### src/rtl/ssrx_pkg.sv
/*
 * Shared constants and types for the synchronous serial receive and
 * transmit/receive block: register offsets, field layouts, reset values
 * and serial clock timing.
 * Assumes a 40 MHz system clock and an 8-bit register port.
 */
package ssrx_pkg;

    ////////////////////////////////////////////////////////////////////////
    // register offsets
    localparam logic [3:0] ADR_CTRL = 4'h0;
    localparam logic [3:0] ADR_STAT = 4'h1;
    localparam logic [3:0] ADR_RXB = 4'h2;
    localparam logic [3:0] ADR_TXB = 4'h3;

    ////////////////////////////////////////////////////////////////////////
    // reset values
    localparam logic [7:0] CTRL_RST = 8'h00;
    localparam logic [7:0] BUF_RST = 8'h00;
    localparam logic TXE_RST = 1'b1;

    ////////////////////////////////////////////////////////////////////////
    // timing and counts
    localparam int SYS_CLK_NS = 25;
    localparam int SCK_HALF_NS = 100;
    localparam int SCK_HALF_CYC = (SCK_HALF_NS + SYS_CLK_NS - 1) / SYS_CLK_NS;
    localparam logic [3:0] BYTE_BITS = 4'h8;

    ////////////////////////////////////////////////////////////////////////
    // types
    typedef enum logic [1:0] {MODE_TX, MODE_RX, MODE_TRX, MODE_RSV} ssrx_mode_t;

    // serial control register layout, bit 7 down to bit 0
    typedef struct packed {
        logic transfer_start_bit;
        logic force_inhibit_bit;
        logic bit_order_sel;
        ssrx_mode_t transfer_mode_sel;
        logic ext_clk_sel;
        logic [1:0] rsv;
    } ssrx_ctrl_t;

    // one register port request
    typedef struct packed {
        logic wr;
        logic rd;
        logic [3:0] addr;
        logic [7:0] wdata;
    } ssrx_req_t;

endpackage : ssrx_pkg

### src/rtl/ssrx_core.sv
/*
 * Synchronous serial interface, receive-only and full-duplex modes, with
 * register port, internal or external serial clock, auto-wait, error flags.
 * Assumes: one sys_clk domain; serial pins asynchronous to it; external
 * serial clock half periods of several sys_clk cycles.
 */
// Decided for this implementation: the register addresses and the address-and-strobe port.
// What this block does
// - mode field 01 selects receive-only operation.
// - in-progress flag rises at the first falling serial clock after start.
// - input bits sampled on rising edges, order from bit-order select.
// - shift-active flag high from first to eighth falling edge of a byte.
// - after eight bits, copy to receive buffer, set full, raise interrupt.
// - internal clock starts toggling within one serial period of start.
// - reading the receive buffer clears the full flag.
// - internal clock parks high after a byte until buffer read, then resumes.
// - external clock, unread buffer at byte end sets receive error, interrupt.
// - clearing start finishes the byte, stops, then clears in-progress.
// - force-inhibit stops at once and reinitializes start, status, buffers.
// - while receive error is set, incoming bits are discarded.
// - after error, first read gives old byte, second gives captured byte.
// - recovery stops after eight more pulses; wait for in-progress zero.
// - no further interrupts while a receive error remains.
// - mode 10 is full duplex: drive on falling, capture on rising edges.
// - transmit-empty set on rising edge after load; interrupt with rx full.
// - external clock: first falling edge loads transmit byte immediately.
// - internal clock waits for rx read and tx write before next byte.
// - shift without new tx byte sets tx error, output high, irq at end.
// - stopping full duplex completes byte, clears in-progress, output high.
`timescale 1ns/1ps

module ssrx_core import ssrx_pkg::*; #(
    parameter int HALF_CYC = SCK_HALF_CYC
) (
    // clock and reset
    input wire logic sys_clk,
    input wire logic reset,
    // register port
    input wire ssrx_req_t req,
    output logic [7:0] rd_data,
    // serial pins
    input wire logic sck_in,
    output logic sck_out,
    output logic sck_oe,
    input wire logic si_in,
    output logic so_out,
    // event
    output logic serial_irq
);

    if (HALF_CYC < 1 || HALF_CYC > 255) begin : g_bad_half
        $error("HALF_CYC must lie in 1..255");
    end

    ////////////////////////////////////////////////////////////////////////
    // state
    ssrx_ctrl_t serial_control_reg_r;
    logic transfer_in_progress_flag_r;
    logic shift_active_flag_r;
    logic rx_buffer_full_flag_r;
    logic tx_buffer_empty_flag_r;
    logic rx_error_flag_r;
    logic tx_error_flag_r;
    logic [7:0] rx_data_buffer_r;
    logic [7:0] tx_data_buffer_r;
    logic [7:0] rx_shift_r;
    logic [7:0] tx_shift_r;
    logic [3:0] fall_cnt_r;
    logic [3:0] rise_cnt_r;
    logic tx_load_pend_r;
    logic err_read_r;
    logic so_r;
    logic irq_r;
    logic [7:0] rd_data_r;
    logic sck_int_r;
    logic [7:0] div_r;
    logic sck_s1_r, sck_s2_r, si_s1_r, si_s2_r;
    logic sck_prev_r;
    logic recov_r;

    ////////////////////////////////////////////////////////////////////////
    // register decode
    wire ssrx_ctrl_t ctrl_w = ssrx_ctrl_t'(req.wdata);
    wire wr_ctrl = req.wr && req.addr == ADR_CTRL;
    wire wr_tx = req.wr && req.addr == ADR_TXB;
    wire rd_rx = req.rd && req.addr == ADR_RXB;
    wire inhibit = serial_control_reg_r.force_inhibit_bit;
    wire start = serial_control_reg_r.transfer_start_bit;
    wire dir_lsb = serial_control_reg_r.bit_order_sel;
    wire ext = serial_control_reg_r.ext_clk_sel;
    wire mode_rx = serial_control_reg_r.transfer_mode_sel == MODE_RX;
    wire mode_trx = serial_control_reg_r.transfer_mode_sel == MODE_TRX;
    wire mode_ok = mode_rx || mode_trx;
    wire [7:0] stat_w = {transfer_in_progress_flag_r, shift_active_flag_r, rx_buffer_full_flag_r,
                         tx_buffer_empty_flag_r, rx_error_flag_r, tx_error_flag_r, 2'b00};
    wire [7:0] rd_mux = (req.addr == ADR_CTRL) ? serial_control_reg_r :
                        (req.addr == ADR_STAT) ? stat_w :
                        (req.addr == ADR_RXB) ? rx_data_buffer_r :
                        (req.addr == ADR_TXB) ? tx_data_buffer_r : 8'h00;

    ////////////////////////////////////////////////////////////////////////
    // serial clock edges
    wire sck_lvl = ext ? sck_s2_r : sck_int_r;
    wire fall = sck_prev_r && !sck_lvl;
    wire rise = !sck_prev_r && sck_lvl;
    wire in_byte = fall_cnt_r != 4'h0;
    // start cleared during an error arms one more byte; eight more pulses end it
    wire recov_set = start && wr_ctrl && !ctrl_w.transfer_start_bit && rx_error_flag_r;
    // a flag, not the error itself, so error reads cannot cut the recovery short
    wire go = start || recov_r;
    // buffers must be serviced before an internally clocked byte starts
    wire ready_int = !rx_buffer_full_flag_r && (!mode_trx || !tx_buffer_empty_flag_r);
    wire gen_start = !ext && go && mode_ok && ready_int && !inhibit;
    wire gen_run = !ext && !inhibit && (in_byte || gen_start);
    wire div_end = div_r == 8'(HALF_CYC - 1);
    wire begin_ev = fall && !in_byte && mode_ok && go && !inhibit;
    wire shift_ev = fall && in_byte && fall_cnt_r < BYTE_BITS;
    wire samp_ev = rise && in_byte && !inhibit;
    wire byte_done = samp_ev && rise_cnt_r == BYTE_BITS - 4'h1;

    ////////////////////////////////////////////////////////////////////////
    // receive path
    wire [7:0] rx_shifted = dir_lsb ? {si_s2_r, rx_shift_r[7:1]} : {rx_shift_r[6:0], si_s2_r};
    wire rx_room = !rx_buffer_full_flag_r || rd_rx;
    wire rx_ok_done = byte_done && !rx_error_flag_r && (rx_room || !ext);
    wire rx_err_set = byte_done && !rx_error_flag_r && !rx_room && ext;
    wire err_read1 = rd_rx && rx_error_flag_r && !err_read_r;
    wire err_read2 = rd_rx && rx_error_flag_r && err_read_r;

    ////////////////////////////////////////////////////////////////////////
    // transmit path
    wire tx_err_now = begin_ev && mode_trx && tx_buffer_empty_flag_r && ext;
    wire tx_load = begin_ev && mode_trx && !tx_err_now;
    wire [7:0] tx_next = dir_lsb ? {1'b1, tx_shift_r[7:1]} : {tx_shift_r[6:0], 1'b1};
    wire tx_first = dir_lsb ? tx_data_buffer_r[0] : tx_data_buffer_r[7];
    wire tx_bit = dir_lsb ? tx_next[0] : tx_next[7];

    ////////////////////////////////////////////////////////////////////////
    // next values
    ssrx_ctrl_t ctrl_nxt;
    always_comb begin
        ctrl_nxt = serial_control_reg_r;
        if (wr_ctrl) begin
            ctrl_nxt = ctrl_w;
            ctrl_nxt.rsv = 2'b00;
        end
        if (inhibit) begin
            ctrl_nxt.transfer_start_bit = 1'b0;
        end
    end

    wire act_nxt = inhibit ? 1'b0 :
                   begin_ev ? 1'b1 :
                   (!in_byte && !go) ? 1'b0 :
                   transfer_in_progress_flag_r;
    wire sef_nxt = (inhibit || (fall && fall_cnt_r == BYTE_BITS - 4'h1)) ? 1'b0 :
                   begin_ev ? 1'b1 : shift_active_flag_r;
    // a byte landing in the same cycle as a read keeps the flag set
    wire rxf_nxt = inhibit ? 1'b0 :
                   rx_ok_done ? 1'b1 :
                   err_read2 ? 1'b0 :
                   (rd_rx && !rx_error_flag_r) ? 1'b0 :
                   rx_buffer_full_flag_r;
    wire rxe_nxt = inhibit ? 1'b0 : rx_err_set ? 1'b1 : err_read2 ? 1'b0 : rx_error_flag_r;
    wire txe_set = rise && tx_load_pend_r;
    wire txe_nxt = inhibit ? TXE_RST : txe_set ? 1'b1 : wr_tx ? 1'b0 : tx_buffer_empty_flag_r;
    wire txe_err_nxt = inhibit ? 1'b0 : tx_err_now ? 1'b1 : tx_error_flag_r;
    wire [7:0] rxb_nxt = inhibit ? BUF_RST :
                         rx_ok_done ? rx_shifted :
                         err_read1 ? rx_shift_r :
                         rx_data_buffer_r;
    wire [7:0] rsh_nxt = inhibit ? BUF_RST : (samp_ev && !rx_error_flag_r) ? rx_shifted : rx_shift_r;
    wire [7:0] txb_nxt = inhibit ? BUF_RST : wr_tx ? req.wdata : tx_data_buffer_r;
    wire [7:0] tsh_nxt = inhibit ? 8'hff : tx_load ? tx_data_buffer_r : shift_ev ? tx_next : tx_shift_r;
    wire so_nxt = inhibit ? 1'b1 :
                  tx_load ? tx_first :
                  (!mode_trx || tx_error_flag_r || tx_err_now) ? 1'b1 :
                  (shift_ev && transfer_in_progress_flag_r) ? tx_bit :
                  !transfer_in_progress_flag_r ? 1'b1 : so_r;
    wire [3:0] fcnt_nxt = (inhibit || byte_done) ? 4'h0 :
                          begin_ev ? 4'h1 : shift_ev ? fall_cnt_r + 4'h1 : fall_cnt_r;
    wire [3:0] rcnt_nxt = (inhibit || byte_done) ? 4'h0 : samp_ev ? rise_cnt_r + 4'h1 : rise_cnt_r;
    wire pend_nxt = inhibit ? 1'b0 : tx_load ? 1'b1 : txe_set ? 1'b0 : tx_load_pend_r;
    wire errrd_nxt = (inhibit || err_read2) ? 1'b0 : err_read1 ? 1'b1 : err_read_r;
    // recovery ends with the byte it waits for and is never re-armed by a standing error
    wire recov_nxt = (inhibit || byte_done) ? 1'b0 : recov_set ? 1'b1 : recov_r;
    // one request per byte, none while an earlier error stands
    wire irq_nxt = byte_done && !rx_error_flag_r;
    wire sck_nxt = !gen_run ? 1'b1 : div_end ? !sck_int_r : sck_int_r;
    wire [7:0] div_nxt = (!gen_run || div_end) ? 8'h00 : div_r + 8'h01;

    ////////////////////////////////////////////////////////////////////////
    // pin synchronisers
    always_ff @(posedge sys_clk or posedge reset) begin
        if (reset) begin
            {sck_s1_r, sck_s2_r, si_s1_r, si_s2_r, sck_prev_r} <= 5'h1f;
        end else begin
            {sck_s1_r, sck_s2_r} <= {sck_in, sck_s1_r};
            {si_s1_r, si_s2_r} <= {si_in, si_s1_r};
            sck_prev_r <= sck_lvl;
        end
    end

    ////////////////////////////////////////////////////////////////////////
    // control, status and buffers
    always_ff @(posedge sys_clk or posedge reset) begin
        if (reset) begin
            serial_control_reg_r <= ssrx_ctrl_t'(CTRL_RST);
            transfer_in_progress_flag_r <= 1'b0;
            shift_active_flag_r <= 1'b0;
            rx_buffer_full_flag_r <= 1'b0;
            tx_buffer_empty_flag_r <= TXE_RST;
            rx_error_flag_r <= 1'b0;
            tx_error_flag_r <= 1'b0;
            rx_data_buffer_r <= BUF_RST;
            tx_data_buffer_r <= BUF_RST;
        end else begin
            serial_control_reg_r <= ctrl_nxt;
            transfer_in_progress_flag_r <= act_nxt;
            shift_active_flag_r <= sef_nxt;
            rx_buffer_full_flag_r <= rxf_nxt;
            tx_buffer_empty_flag_r <= txe_nxt;
            rx_error_flag_r <= rxe_nxt;
            tx_error_flag_r <= txe_err_nxt;
            rx_data_buffer_r <= rxb_nxt;
            tx_data_buffer_r <= txb_nxt;
        end
    end

    ////////////////////////////////////////////////////////////////////////
    // shifters, counters, clock generator, outputs
    always_ff @(posedge sys_clk or posedge reset) begin
        if (reset) begin
            rx_shift_r <= BUF_RST;
            tx_shift_r <= 8'hff;
            fall_cnt_r <= 4'h0;
            rise_cnt_r <= 4'h0;
            tx_load_pend_r <= 1'b0;
            err_read_r <= 1'b0;
            recov_r <= 1'b0;
            so_r <= 1'b1;
            irq_r <= 1'b0;
            sck_int_r <= 1'b1;
            div_r <= 8'h00;
            rd_data_r <= 8'h00;
        end else begin
            rx_shift_r <= rsh_nxt;
            tx_shift_r <= tsh_nxt;
            fall_cnt_r <= fcnt_nxt;
            rise_cnt_r <= rcnt_nxt;
            tx_load_pend_r <= pend_nxt;
            err_read_r <= errrd_nxt;
            recov_r <= recov_nxt;
            so_r <= so_nxt;
            irq_r <= irq_nxt;
            sck_int_r <= sck_nxt;
            div_r <= div_nxt;
            rd_data_r <= req.rd ? rd_mux : 8'h00;
        end
    end

    assign rd_data = rd_data_r;
    assign sck_out = sck_int_r;
    assign sck_oe = !ext && mode_ok;
    assign so_out = so_r;
    assign serial_irq = irq_r;

    ////////////////////////////////////////////////////////////////////////
    // checks
    localparam int AST_WIN = 2 * HALF_CYC + 2;
endmodule : ssrx_core

### config.mk
export PLATFORM = sky130hd
export DESIGN_NAME = ssrx_core
export DESIGN_NICKNAME = d
export VERILOG_FILES = /design/src/rtl/ssrx_pkg.sv /design/src/rtl/ssrx_core.sv
export SDC_FILE = /design/constraint.sdc
export NUM_CORES = 1
export LEC_CHECK = 0
export BUFFER_PORTS_ARGS = -buffer_cell sky130_fd_sc_hd__buf_2
export CORE_AREA = 2 2 85 87
export CTS_BUF_LIST = sky130_fd_sc_hd__clkbuf_4 sky130_fd_sc_hd__clkbuf_8
export CTS_CLUSTER_DIAMETER = 200
export CTS_CLUSTER_SIZE = 25
export DETAILED_ROUTE_END_ITERATION = 12
export DIE_AREA = 0 0 87 89
export GPL_ROUTABILITY_DRIVEN = 0
export MAX_ROUTING_LAYER = met4
export PLACE_DENSITY_LB_ADDON = 0.15
export SYNTH_ARGS = -nofsm -noshare
export SYNTH_HDL_FRONTEND = slang
export SYNTH_SLANG_ARGS = --single-unit
### constraint.sdc
create_clock -name sys_clk -period 5.2 [get_ports sys_clk]
set_input_delay 1.04 -clock sys_clk [delete_from_list [all_inputs] [get_ports sys_clk]]
set_output_delay 1.04 -clock sys_clk [all_outputs]
set_load 0.01 [all_outputs]
==> key figures, run 1 <==
Logic synthesis
  • Sequential area share after synthesis: 49.9%
  • Top cells by count, synth: dfrtp_1, nor2_1, mux2i_1, a21oi_1, mux2_2
  • Synth area leader: dfrtp_1
  • Netlist cell types: 56
  • Post-synth EDFFs: 0
  • Mapped Area: 4000 um^2
  • Cells taking the most area after synthesis: dfrtp_1, dfstp_2, mux2i_1, mux2_2, nor2_1
  • Seq cells post-synth: 79
  • Syn Inst Count: 369
  • Syn Nets: 392
  • Synth top area share: 39.4%
  • Synth Flop Type: dfrtp_1
  • Async set or reset register ratio after synthesis: 100%
  • Count leader, synth: dfrtp_1
  • Syn_area_per_cell: 10.8 um^2
  • Yosys warns: 0

Worst setup path
  • Critical Path, Cell by Cell: mux2i_1 -> nand4_1 -> or3_1 -> a21oi_1
  • CP endpoint kind: register
  • WS Path Type: register to register
  • CP max-delay cell: mux2i_1
  • Critical path launch point type: register
  • Crit path DAT: 3.32 ns
  • CP Data Required Time: 5.48 ns
  • Largest stage delay on the critical path: 0.85 ns
  • CP max FO: 13

Pwr
  • Worst VDD drop: 0.136 mV
  • Power per cell area: 305 nW/um^2
  • Leakage power: 1.96 nW

Placed design
  • Area after DPL: 4160 um^2
  • Placed wire-length estimate: 5720 um
  • IO Port Bufs: 29

STA
  • Fin Setup TNS: 0 ns
  • Final setup violation count: 0
  • Measured slew at the worst slew-check pin: 0.969 ns
  • Fin crit period: 3.05 ns
  • Final period utilization: 58.6%
  • Relative slew slack: 33.6%
  • Final Hold Vio Count: 0
  • Max Fclk: 328 MHz
  • Final Max Tran Viols: 0
  • Unrepaired setup endpoints after global routing: false
  • Setup Skew: 0.00930 ns

CTS
  • Clock-pin transition on the worst setup and hold timing paths: 0.09 ns
  • Post-CTS Hold Fix Bufs: 0
  • Setup Fix Bufs, Post-CTS: 0
  • Clock Tree Root: clkbuf_8
  • # clock sinks: 79
  • Resize count post-CTS: 0
  • H-tree depth: 3
  • Clk buf depth: 2
  • Worst-Skew Late Latency: 0.35 ns
  • CTS buffer count: 9
  • CTS tree: yes

Floorplanning
  • Initial Utilization: 59.6%
  • Core area: 6720 um^2
  • Rows: 30
  • Top Ports: 30
  • Die Ht: 89 um
  • Die Wd: 87 um
  • Die ar.: 7740 um^2

Global route
  • First-pass GRT wire length: 13,700 um
  • Pin count of the biggest net entering global routing: 49
  • Total grt overflow: 0
  • Initial antenna violation count: 0
  • Global router's overall resource usage: 23.9%
  • Vias in the first global route: 2,789

Cells and area
  • Antenna cells: 0
  • Post-route cell area: 4400 um^2
  • Net count, final: 413
  • Post-Route Utilization: 65.4%
  • Layout cell share with drive strength beyond 1: 25.1%
  • Syn-to-layout area delta: 9.82%

Drt
  • Metal2 WL: 3720 um
  • Via Count: 2,774
  • Wirelength, routed: 8160 um
  • Drt wl/cell: 17.2 um
  • WL met1: 4010 um
  • Metal3 WL: 222 um
  • First drt pass iteration count: 4
  • Antenna Nets Post-Route: 0
  • Uppermost layer routed: met4
  • DRC violations left: 0
  • Drt initial violations: 127
  • Via density: 5.84

Hold path
  • Hold Path Class: register to register

Run
  • Max_cap viols: 0

Outcome
  • Outcome: finished, final reports clean
cell usage in the layout (no fill, tap or decap), types with 2 or more instances in the layout:
| cell | n |
|---|---|
| nor4_1 | 3 |
| dfrtp_1 | 63 |
| or4_1 | 4 |
| buf_2 | 29 |
| ha_1 | 5 |
| and2_1 | 2 |
| a2bb2oi_1 | 9 |
| mux2i_1 | 32 |
| nor3b_1 | 2 |
| nor3_1 | 10 |
| dfstp_2 | 16 |
| a211oi_2 | 8 |
| bufinv_16 | 2 |
| or3_1 | 4 |
| nand2_1 | 17 |
| mux2_2 | 20 |
| nor2_1 | 41 |
| o211ai_1 | 4 |
| a21boi_0 | 2 |
| buf_4 | 3 |
| a22oi_1 | 2 |
| nand3b_1 | 4 |
| nand2b_1 | 8 |
| a21oi_1 | 20 |
| and3_1 | 4 |
| clkinv_4 | 3 |
| xor2_1 | 4 |
| clkbuf_8 | 10 |
| nand4_1 | 2 |
| clkinv_2 | 2 |
| inv_1 | 13 |
| nand3_1 | 6 |
| o21ai_0 | 6 |
| xnor2_1 | 6 |
| and4_1 | 2 |
| o221ai_1 | 5 |
sequential cells by signal, indices dropped and copies added, names as in the netlist, 2 cells and up:
name,count
serial_control_reg_r,2
tx_data_buffer_r,8
tx_shift_r,8
fall_cnt_r,4
rx_shift_r,8
rise_cnt_r,4
rx_data_buffer_r,8
div_r,8
rd_data,8
worst max-delay path: cells and delay by family (launching register included):
kind,cells,cell delay [ns]
AO/OA/AOI/OAI,1,0.17
multiplexers,1,0.85
flip-flops,1,0.52
AND/OR/NAND/NOR,2,1.43
area by class of cell:
class | instances | area (um^2)
Inverter | 15 | 58.8
Clock inverter | 6 | 93.8
Timing Repair Buffer | 32 | 168
Multi-Input combinational cell | 253 | 1840
Clock buffer | 10 | 138
Fill cell | 533 | 2320
Tap cell | 80 | 100
Sequential cell | 79 | 2000
stage by stage:
| stage | power (mW) | hold WS [ns] | cells | setup slack [ns] |
|---|---|---|---|---|
| after floorplan | 0.790 | 0.345 | 369 | 2.16 |
| after global placement | 0.831 | 0.348 | 459 | 2.34 |
| after detailed placement | 0.833 | 0.350 | 459 | 2.21 |
| after CTS | 1.35 | 0.363 | 475 | 2.20 |
| after global routing | 1.40 | 0.369 | 475 | 1.95 |
| final | 1.34 | 0.361 | 475 | 2.15 |
power by group:
part           switching [mW]  leakage (nW)  internal [mW]
Clock                   0.232         0.113          0.286
Combinational          0.0918         0.810         0.0585
Sequential             0.0354          1.04          0.638
Total                   0.359          1.96          0.982
layer usage:
metal	vias up	GRT usage [%]
met3	17	3.32
met1	1341	32.3
li1	1359	-
met5	-	-
met4	0	11.2
met2	57	35.9
kinds of logic after synthesis:
logic type | share of synthesized area (%)
buffers and inverters | 4.28
XOR/XNOR | 2.19
multiplexers | 13.6
AO/OA/AOI/OAI | 12.8
AND/OR/NAND/NOR | 15.7
flip-flops | 49.9
adder cells (fa/ha/maj) | 1.56
path summary, 6_finish.rpt:
path                       startpoint  slack (ns)            end  cells past startpoint
setup reg to reg                  ext        2.15  fall_cnt_r[2]                      4
hold reg to reg               si_s1_r        0.36        si_s2_r                      0
setup / recovery                  ext        2.15  fall_cnt_r[2]                      4
min in group asynchronous       reset        0.78  rx_shift_r[6]                      2
max in group asynchronous       reset        3.48     sck_prev_r                      3
hold / removal                si_s1_r        0.36        si_s2_r                      0
Power figures use the tool's default switching activity.
==> inputs of run 2 (changes only) <==
Settings changed: ABC_AREA set to 1.
Clock period 5.2 ns to 3.2 ns, I/O delays scaled along.
==> key figures, run 2 <==
Logic synthesis
  • Post-synth EDFFs: 0
  • Seq cells post-synth: 79
  • Count leader, synth: dfrtp_1
  • Yosys warns: 0
  • Synth top area share: 39.5%
  • Syn Inst Count: 461
  • Sequential area share after synthesis: 50.0%
  • Cells taking the most area after synthesis: dfrtp_1, dfstp_2, nand3_1, nand2_1, o21ai_0
  • Synth area leader: dfrtp_1
  • Async set or reset register ratio after synthesis: 100%
  • Syn Nets: 484
  • Mapped Area: 3990 um^2
  • Syn_area_per_cell: 8.66 um^2
  • Synth Flop Type: dfrtp_1
  • Netlist cell types: 38
  • Top cells by count, synth: dfrtp_1, nand2_1, nand3_1, inv_1, o21ai_0

CTS
  • CTS buffer count: 9
  • Worst-Skew Late Latency: 0.35 ns
  • # clock sinks: 79
  • CTS tree: yes
  • Clock-pin transition on the worst setup and hold timing paths: 0.08 ns
  • Setup Fix Bufs, Post-CTS: 0
  • H-tree depth: 3
  • Post-CTS Hold Fix Bufs: 0
  • Clock Tree Root: clkbuf_8
  • Resize count post-CTS: 0
  • Clk buf depth: 2

Global route
  • Pin count of the biggest net entering global routing: 34
  • First-pass GRT wire length: 14,300 um
  • Initial antenna violation count: 0
  • Total grt overflow: 0
  • Vias in the first global route: 3,025
  • Global router's overall resource usage: 24.9%

Floorplanning
  • Die ar.: 7740 um^2
  • Die Ht: 89 um
  • Initial Utilization: 59.4%
  • Die Wd: 87 um
  • Top Ports: 30
  • Core area: 6720 um^2
  • Rows: 30

Cells and area
  • Most frequent cells in the layout: dfrtp_1, nand2_1, nand3_1
  • Most common cell after layout, fill and taps aside: dfrtp_1
  • Post-Route Utilization: 65.3%
  • Syn-to-layout area delta: 9.97%
  • Antenna cells: 0
  • Layout cell share with drive strength beyond 1: 19.6%
  • Net count, final: 517

STA
  • Max Fclk: 432 MHz
  • Final period utilization: 72.3%
  • Relative slew slack: 43.0%
  • Final Hold Vio Count: 0
  • Measured slew at the worst slew-check pin: 0.854 ns
  • Fin crit period: 2.31 ns
  • Setup ws final: 0.887 ns
  • Final Max Tran Viols: 0
  • Final setup violation count: 0
  • Fin Setup TNS: 0 ns
  • Unrepaired setup endpoints after global routing: false
  • Setup Skew: 0.00771 ns

Worst setup path
  • WS Path Type: register to register
  • Critical path launch point type: register
  • Crit path DAT: 2.58 ns
  • CP max FO: 25
  • CP endpoint kind: register
  • CP Data Required Time: 3.47 ns
  • R2r setup slk: 0.89 ns

Drt
  • DRC violations left: 0
  • Antenna Nets Post-Route: 0
  • Via density: 5.68
  • Wirelength, routed: 8580 um
  • First drt pass iteration count: 4
  • Drt initial violations: 256
  • Via Count: 3,291
  • Drt wl/cell: 14.8 um

Pwr
  • Leakage power: 2.04 nW
  • Worst VDD drop: 0.284 mV
  • Total power: 2.39 mW
  • Power per cell area: 545 nW/um^2

Placed design
  • IO Port Bufs: 29
  • Placed wire-length estimate: 6310 um
  • DP Worst Slack: 0.919 ns

Outcome
  • Outcome: finished, final reports clean

Hold path
  • Hold Path Class: primary input to async pin

Run
  • Max_cap viols: 0
-- run 2: changes by cell type in the layout (fill, tap and decap cells not counted), moves of 9 or more --
cell / before / now
nand2_1: 17 / 62
a2bb2oi_1: 9 / 0
mux2_2: 20 / 0
a211oi_1: 0 / 11
mux2i_1: 32 / 0
nand3_1: 6 / 60
inv_1: 13 / 54
o21ai_0: 6 / 45
-- run 2: area by class of cell --
type / count / area (um^2)
flip-flops and latches: 79 / 2000
well taps: 80 / 100
inverters: 61 / 231
clock buffers: 15 / 175
fillers: 569 / 2330
multi-input cells: 308 / 1690
repair buffers: 35 / 190
clock inverters: 1 / 5.00
-- run 2: through the flow --
| stage | area (um^2) | std cells | hold WS (ns) |
|---|---|---|---|
| 4_1_cts | 4390 | 579 | 0.324 |
| 5_1_grt | 4390 | 579 | 0.350 |
| 6_report | 4390 | 579 | 0.319 |
| 2_1_floorplan | 3990 | 461 | 0.345 |
| 3_3_place_gp | 4210 | 563 | 0.345 |
| 3_5_place_dp | 4210 | 563 | 0.348 |
-- run 2: where the power goes --
| group | total (mW) | switching (mW) | leakage (nW) | internal (mW) |
|---|---|---|---|---|
| logic | 0.498 | 0.340 | 0.909 | 0.158 |
| registers | 1.21 | 0.0913 | 1.03 | 1.12 |
| clock network | 0.686 | 0.339 | 0.0988 | 0.346 |
-- run 2: final timing paths --
kind / from / endpoint / cells past startpoint
max in group asynchronous: reset / tx_shift_r[6] / 3
worst max register to register: inhibit / tx_shift_r[2] / 5
worst min-delay path: reset / rx_shift_r[2] / 2
worst max-delay path: inhibit / tx_shift_r[2] / 5
worst min register to register: sck_s1_r / sck_s2_r / 0
min in group sys_clk: sck_s1_r / sck_s2_r / 0
-- run 2: kinds of logic (layout without fill, tap and decap cells) --
kind of cell	count (synthesis)	after routing	share of synthesized area (%)
flip-flops	79	79	50.0
adder cells (fa/ha/maj)	5	5	1.57
buffers and inverters	74	112	7.62
XOR/XNOR	5	5	1.10
AO/OA/AOI/OAI	103	103	14.8
AND/OR/NAND/NOR	195	195	24.9
-- run 2: routing by layer --
metal  global-route usage (%)  vias up  routed length (um)
li1                         -     1637                   -
met1                     33.5     1567                4060
met2                     36.5       66                4000
met3                     4.16       21                 284
met4                     12.4        0                 236
met5                        -        -                   0
-- run 2: critical path, stage by stage, from the launching register on --
cell and delay, ns:
dfrtp_1 0.81, inv_2 0.44, nand4_4 0.36, nand3_2 0.29, o211ai_1 0.19, o21ai_0 0.12
==> inputs of run 3 (changes only) <==
Settings changed: ABC_AREA 1 to 0.
Clock period 3.2 ns to 2.2 ns, I/O delays scaled along.
==> key figures, run 3 (synthesis results as in run 1) <==
Pwr
  • Leakage power: 2.04 nW
  • Sequential Power Share: 49.2%
  • Sw Share: 25.6%
  • Switching pwr: 0.825 mW
  • Logic pwr share: 12.5%
  • Internal: 2.40 mW
  • Clock group share of total power: 38.3%
  • Power per cell area: 711 nW/um^2
  • Total power: 3.22 mW
  • Worst VDD drop: 0.355 mV

Global route
  • Global router's overall resource usage: 25.1%
  • Vias in the first global route: 2,934
  • Pin count of the biggest net entering global routing: 48
  • Met3 usage: 3.97%
  • First-pass GRT wire length: 14,300 um
  • Initial antenna violation count: 0
  • GRT met2 Usage: 40.7%
  • GR Layer Usage met1: 31.9%
  • Total grt overflow: 0
  • Busiest grt layer: met2

Drt
  • First drt pass iteration count: 5
  • Drt wl/cell: 17.4 um
  • Wirelength, routed: 8520 um
  • Drt initial violations: 193
  • Antenna Nets Post-Route: 0
  • DRC violations left: 0
  • Via density: 6.00
  • Via Count: 2,934

STA
  • Setup ws final: 0.177 ns
  • Measured slew at the worst slew-check pin: 0.759 ns
  • Fin crit period: 2.02 ns
  • Final Hold Vio Count: 0
  • Final Max Tran Viols: 0
  • Unrepaired setup endpoints after global routing: false
  • Setup Skew: 0.0100 ns
  • Final setup violation count: 0
  • Max Fclk: 494 MHz
  • Relative slew slack: 49.4%
  • Final period utilization: 91.9%
  • Hold slack final: 0.135 ns
  • Fin Setup TNS: 0 ns

CTS
  • Worst-Skew Late Latency: 0.36 ns
  • H-tree depth: 3
  • CTS tree: yes
  • # clock sinks: 79
  • CTS buffer count: 9
  • Clk buf depth: 2
  • Post-CTS Hold Fix Bufs: 0
  • Clock-pin transition on the worst setup and hold timing paths: 0.08 ns
  • Clock Tree Root: clkbuf_8
  • Setup Fix Bufs, Post-CTS: 0

Placed design
  • Area after DPL: 4300 um^2
  • DP Worst Slack: 0.0645 ns
  • Placed Cells: 473
  • IO Port Bufs: 29
  • Placed wire-length estimate: 6030 um

Cells and area
  • Layout cell share with drive strength beyond 1: 27.9%
  • Antenna cells: 0
  • Post-Route Utilization: 67.4%
  • Most frequent cells in the layout: dfrtp_1, nor2_1, mux2i_1
  • Post-route cell area: 4530 um^2
  • Net count, final: 427
  • Final non-filler cell total: 489
  • Syn-to-layout area delta: 13.2%
  • Most common cell after layout, fill and taps aside: dfrtp_1

Floorplanning
  • Rows: 30
  • Initial Utilization: 59.6%
  • Die ar.: 7740 um^2
  • Top Ports: 30
  • Die Wd: 87 um
  • Core area: 6720 um^2
  • Die Ht: 89 um

Worst setup path
  • CP max FO: 7
  • CP Data Required Time: 2.47 ns
  • Critical path launch point type: register
  • CP endpoint kind: register
  • Crit path DAT: 2.30 ns
  • WS Path Type: register to register

Run
  • Max_cap viols: 0

Outcome
  • Outcome: finished, final reports clean

Hold path
  • Hold Path Class: primary input to async pin
## run 3: cell count changes in the layout (fill, tap and decap cells not counted), sizes merged, moves of 11 or more
cell,previous run,this run
nand3,65,6
mux2i,0,32
o21ai,51,6
nand2,69,17
mux2,0,20
inv,59,13
buf,35,46
## run 3: power by group through the flow
| stage | sequential (mW) | clock (mW) | combinational (mW) |
|---|---|---|---|
| after floorplan | 1.56 | 0 | 0.307 |
| after global placement | 1.61 | 0 | 0.398 |
| after detailed placement | 1.61 | 0 | 0.401 |
| after CTS | 1.58 | 1.25 | 0.403 |
| after global routing | 1.59 | 1.33 | 0.439 |
| final | 1.59 | 1.23 | 0.402 |
## run 3: final timing paths
check	startpoint	endpoint	slack [ns]	depth (start not counted)
max in group asynchronous	reset	si_s2_r	1.46	3
min in group sys_clk	sck_in	sck_s1_r	0.18	1
min reg2reg	si_s1_r	si_s2_r	0.36	0
max reg2reg	serial_control_reg_r[3]	div_r[2]	0.18	6
min	reset	fall_cnt_r[3]	0.13	2
max	serial_control_reg_r[3]	div_r[2]	0.18	6
## run 3: what timing repair did
item / CTS / global route
gates resized for setup: 0 / 1
endpoints found under the setup margin: 0 / 8
endpoints found under the hold margin: 0 / 0
## run 3: layout make-up
class                           instances  area [um^2]
Clock buffer                           13          166
Clock inverter                          3         65.1
Fill cell                             561         2190
Inverter                               15         61.3
Multi-Input combinational cell        253         1840
Sequential cell                        79         2000
Tap cell                               80          100
Timing Repair Buffer                   46          298
## run 3: worst max-delay path, cell delays in order (launching register included)
cell and delay [ns]:
dfrtp_1 0.36, inv_1 0.08, ha_1 0.31, o21ba_2 0.27, a21boi_0 0.16, or4_1 0.58
a21oi_1 0.17
## run 3: metal layers
layer | part of all wire [%] | vias to the layer above
li1 | - | 1402
met2 | 50 | 75
met3 | 3.8 | 14
met4 | 1.8 | 0
met5 | 0 | -
met1 | 44 | 1443
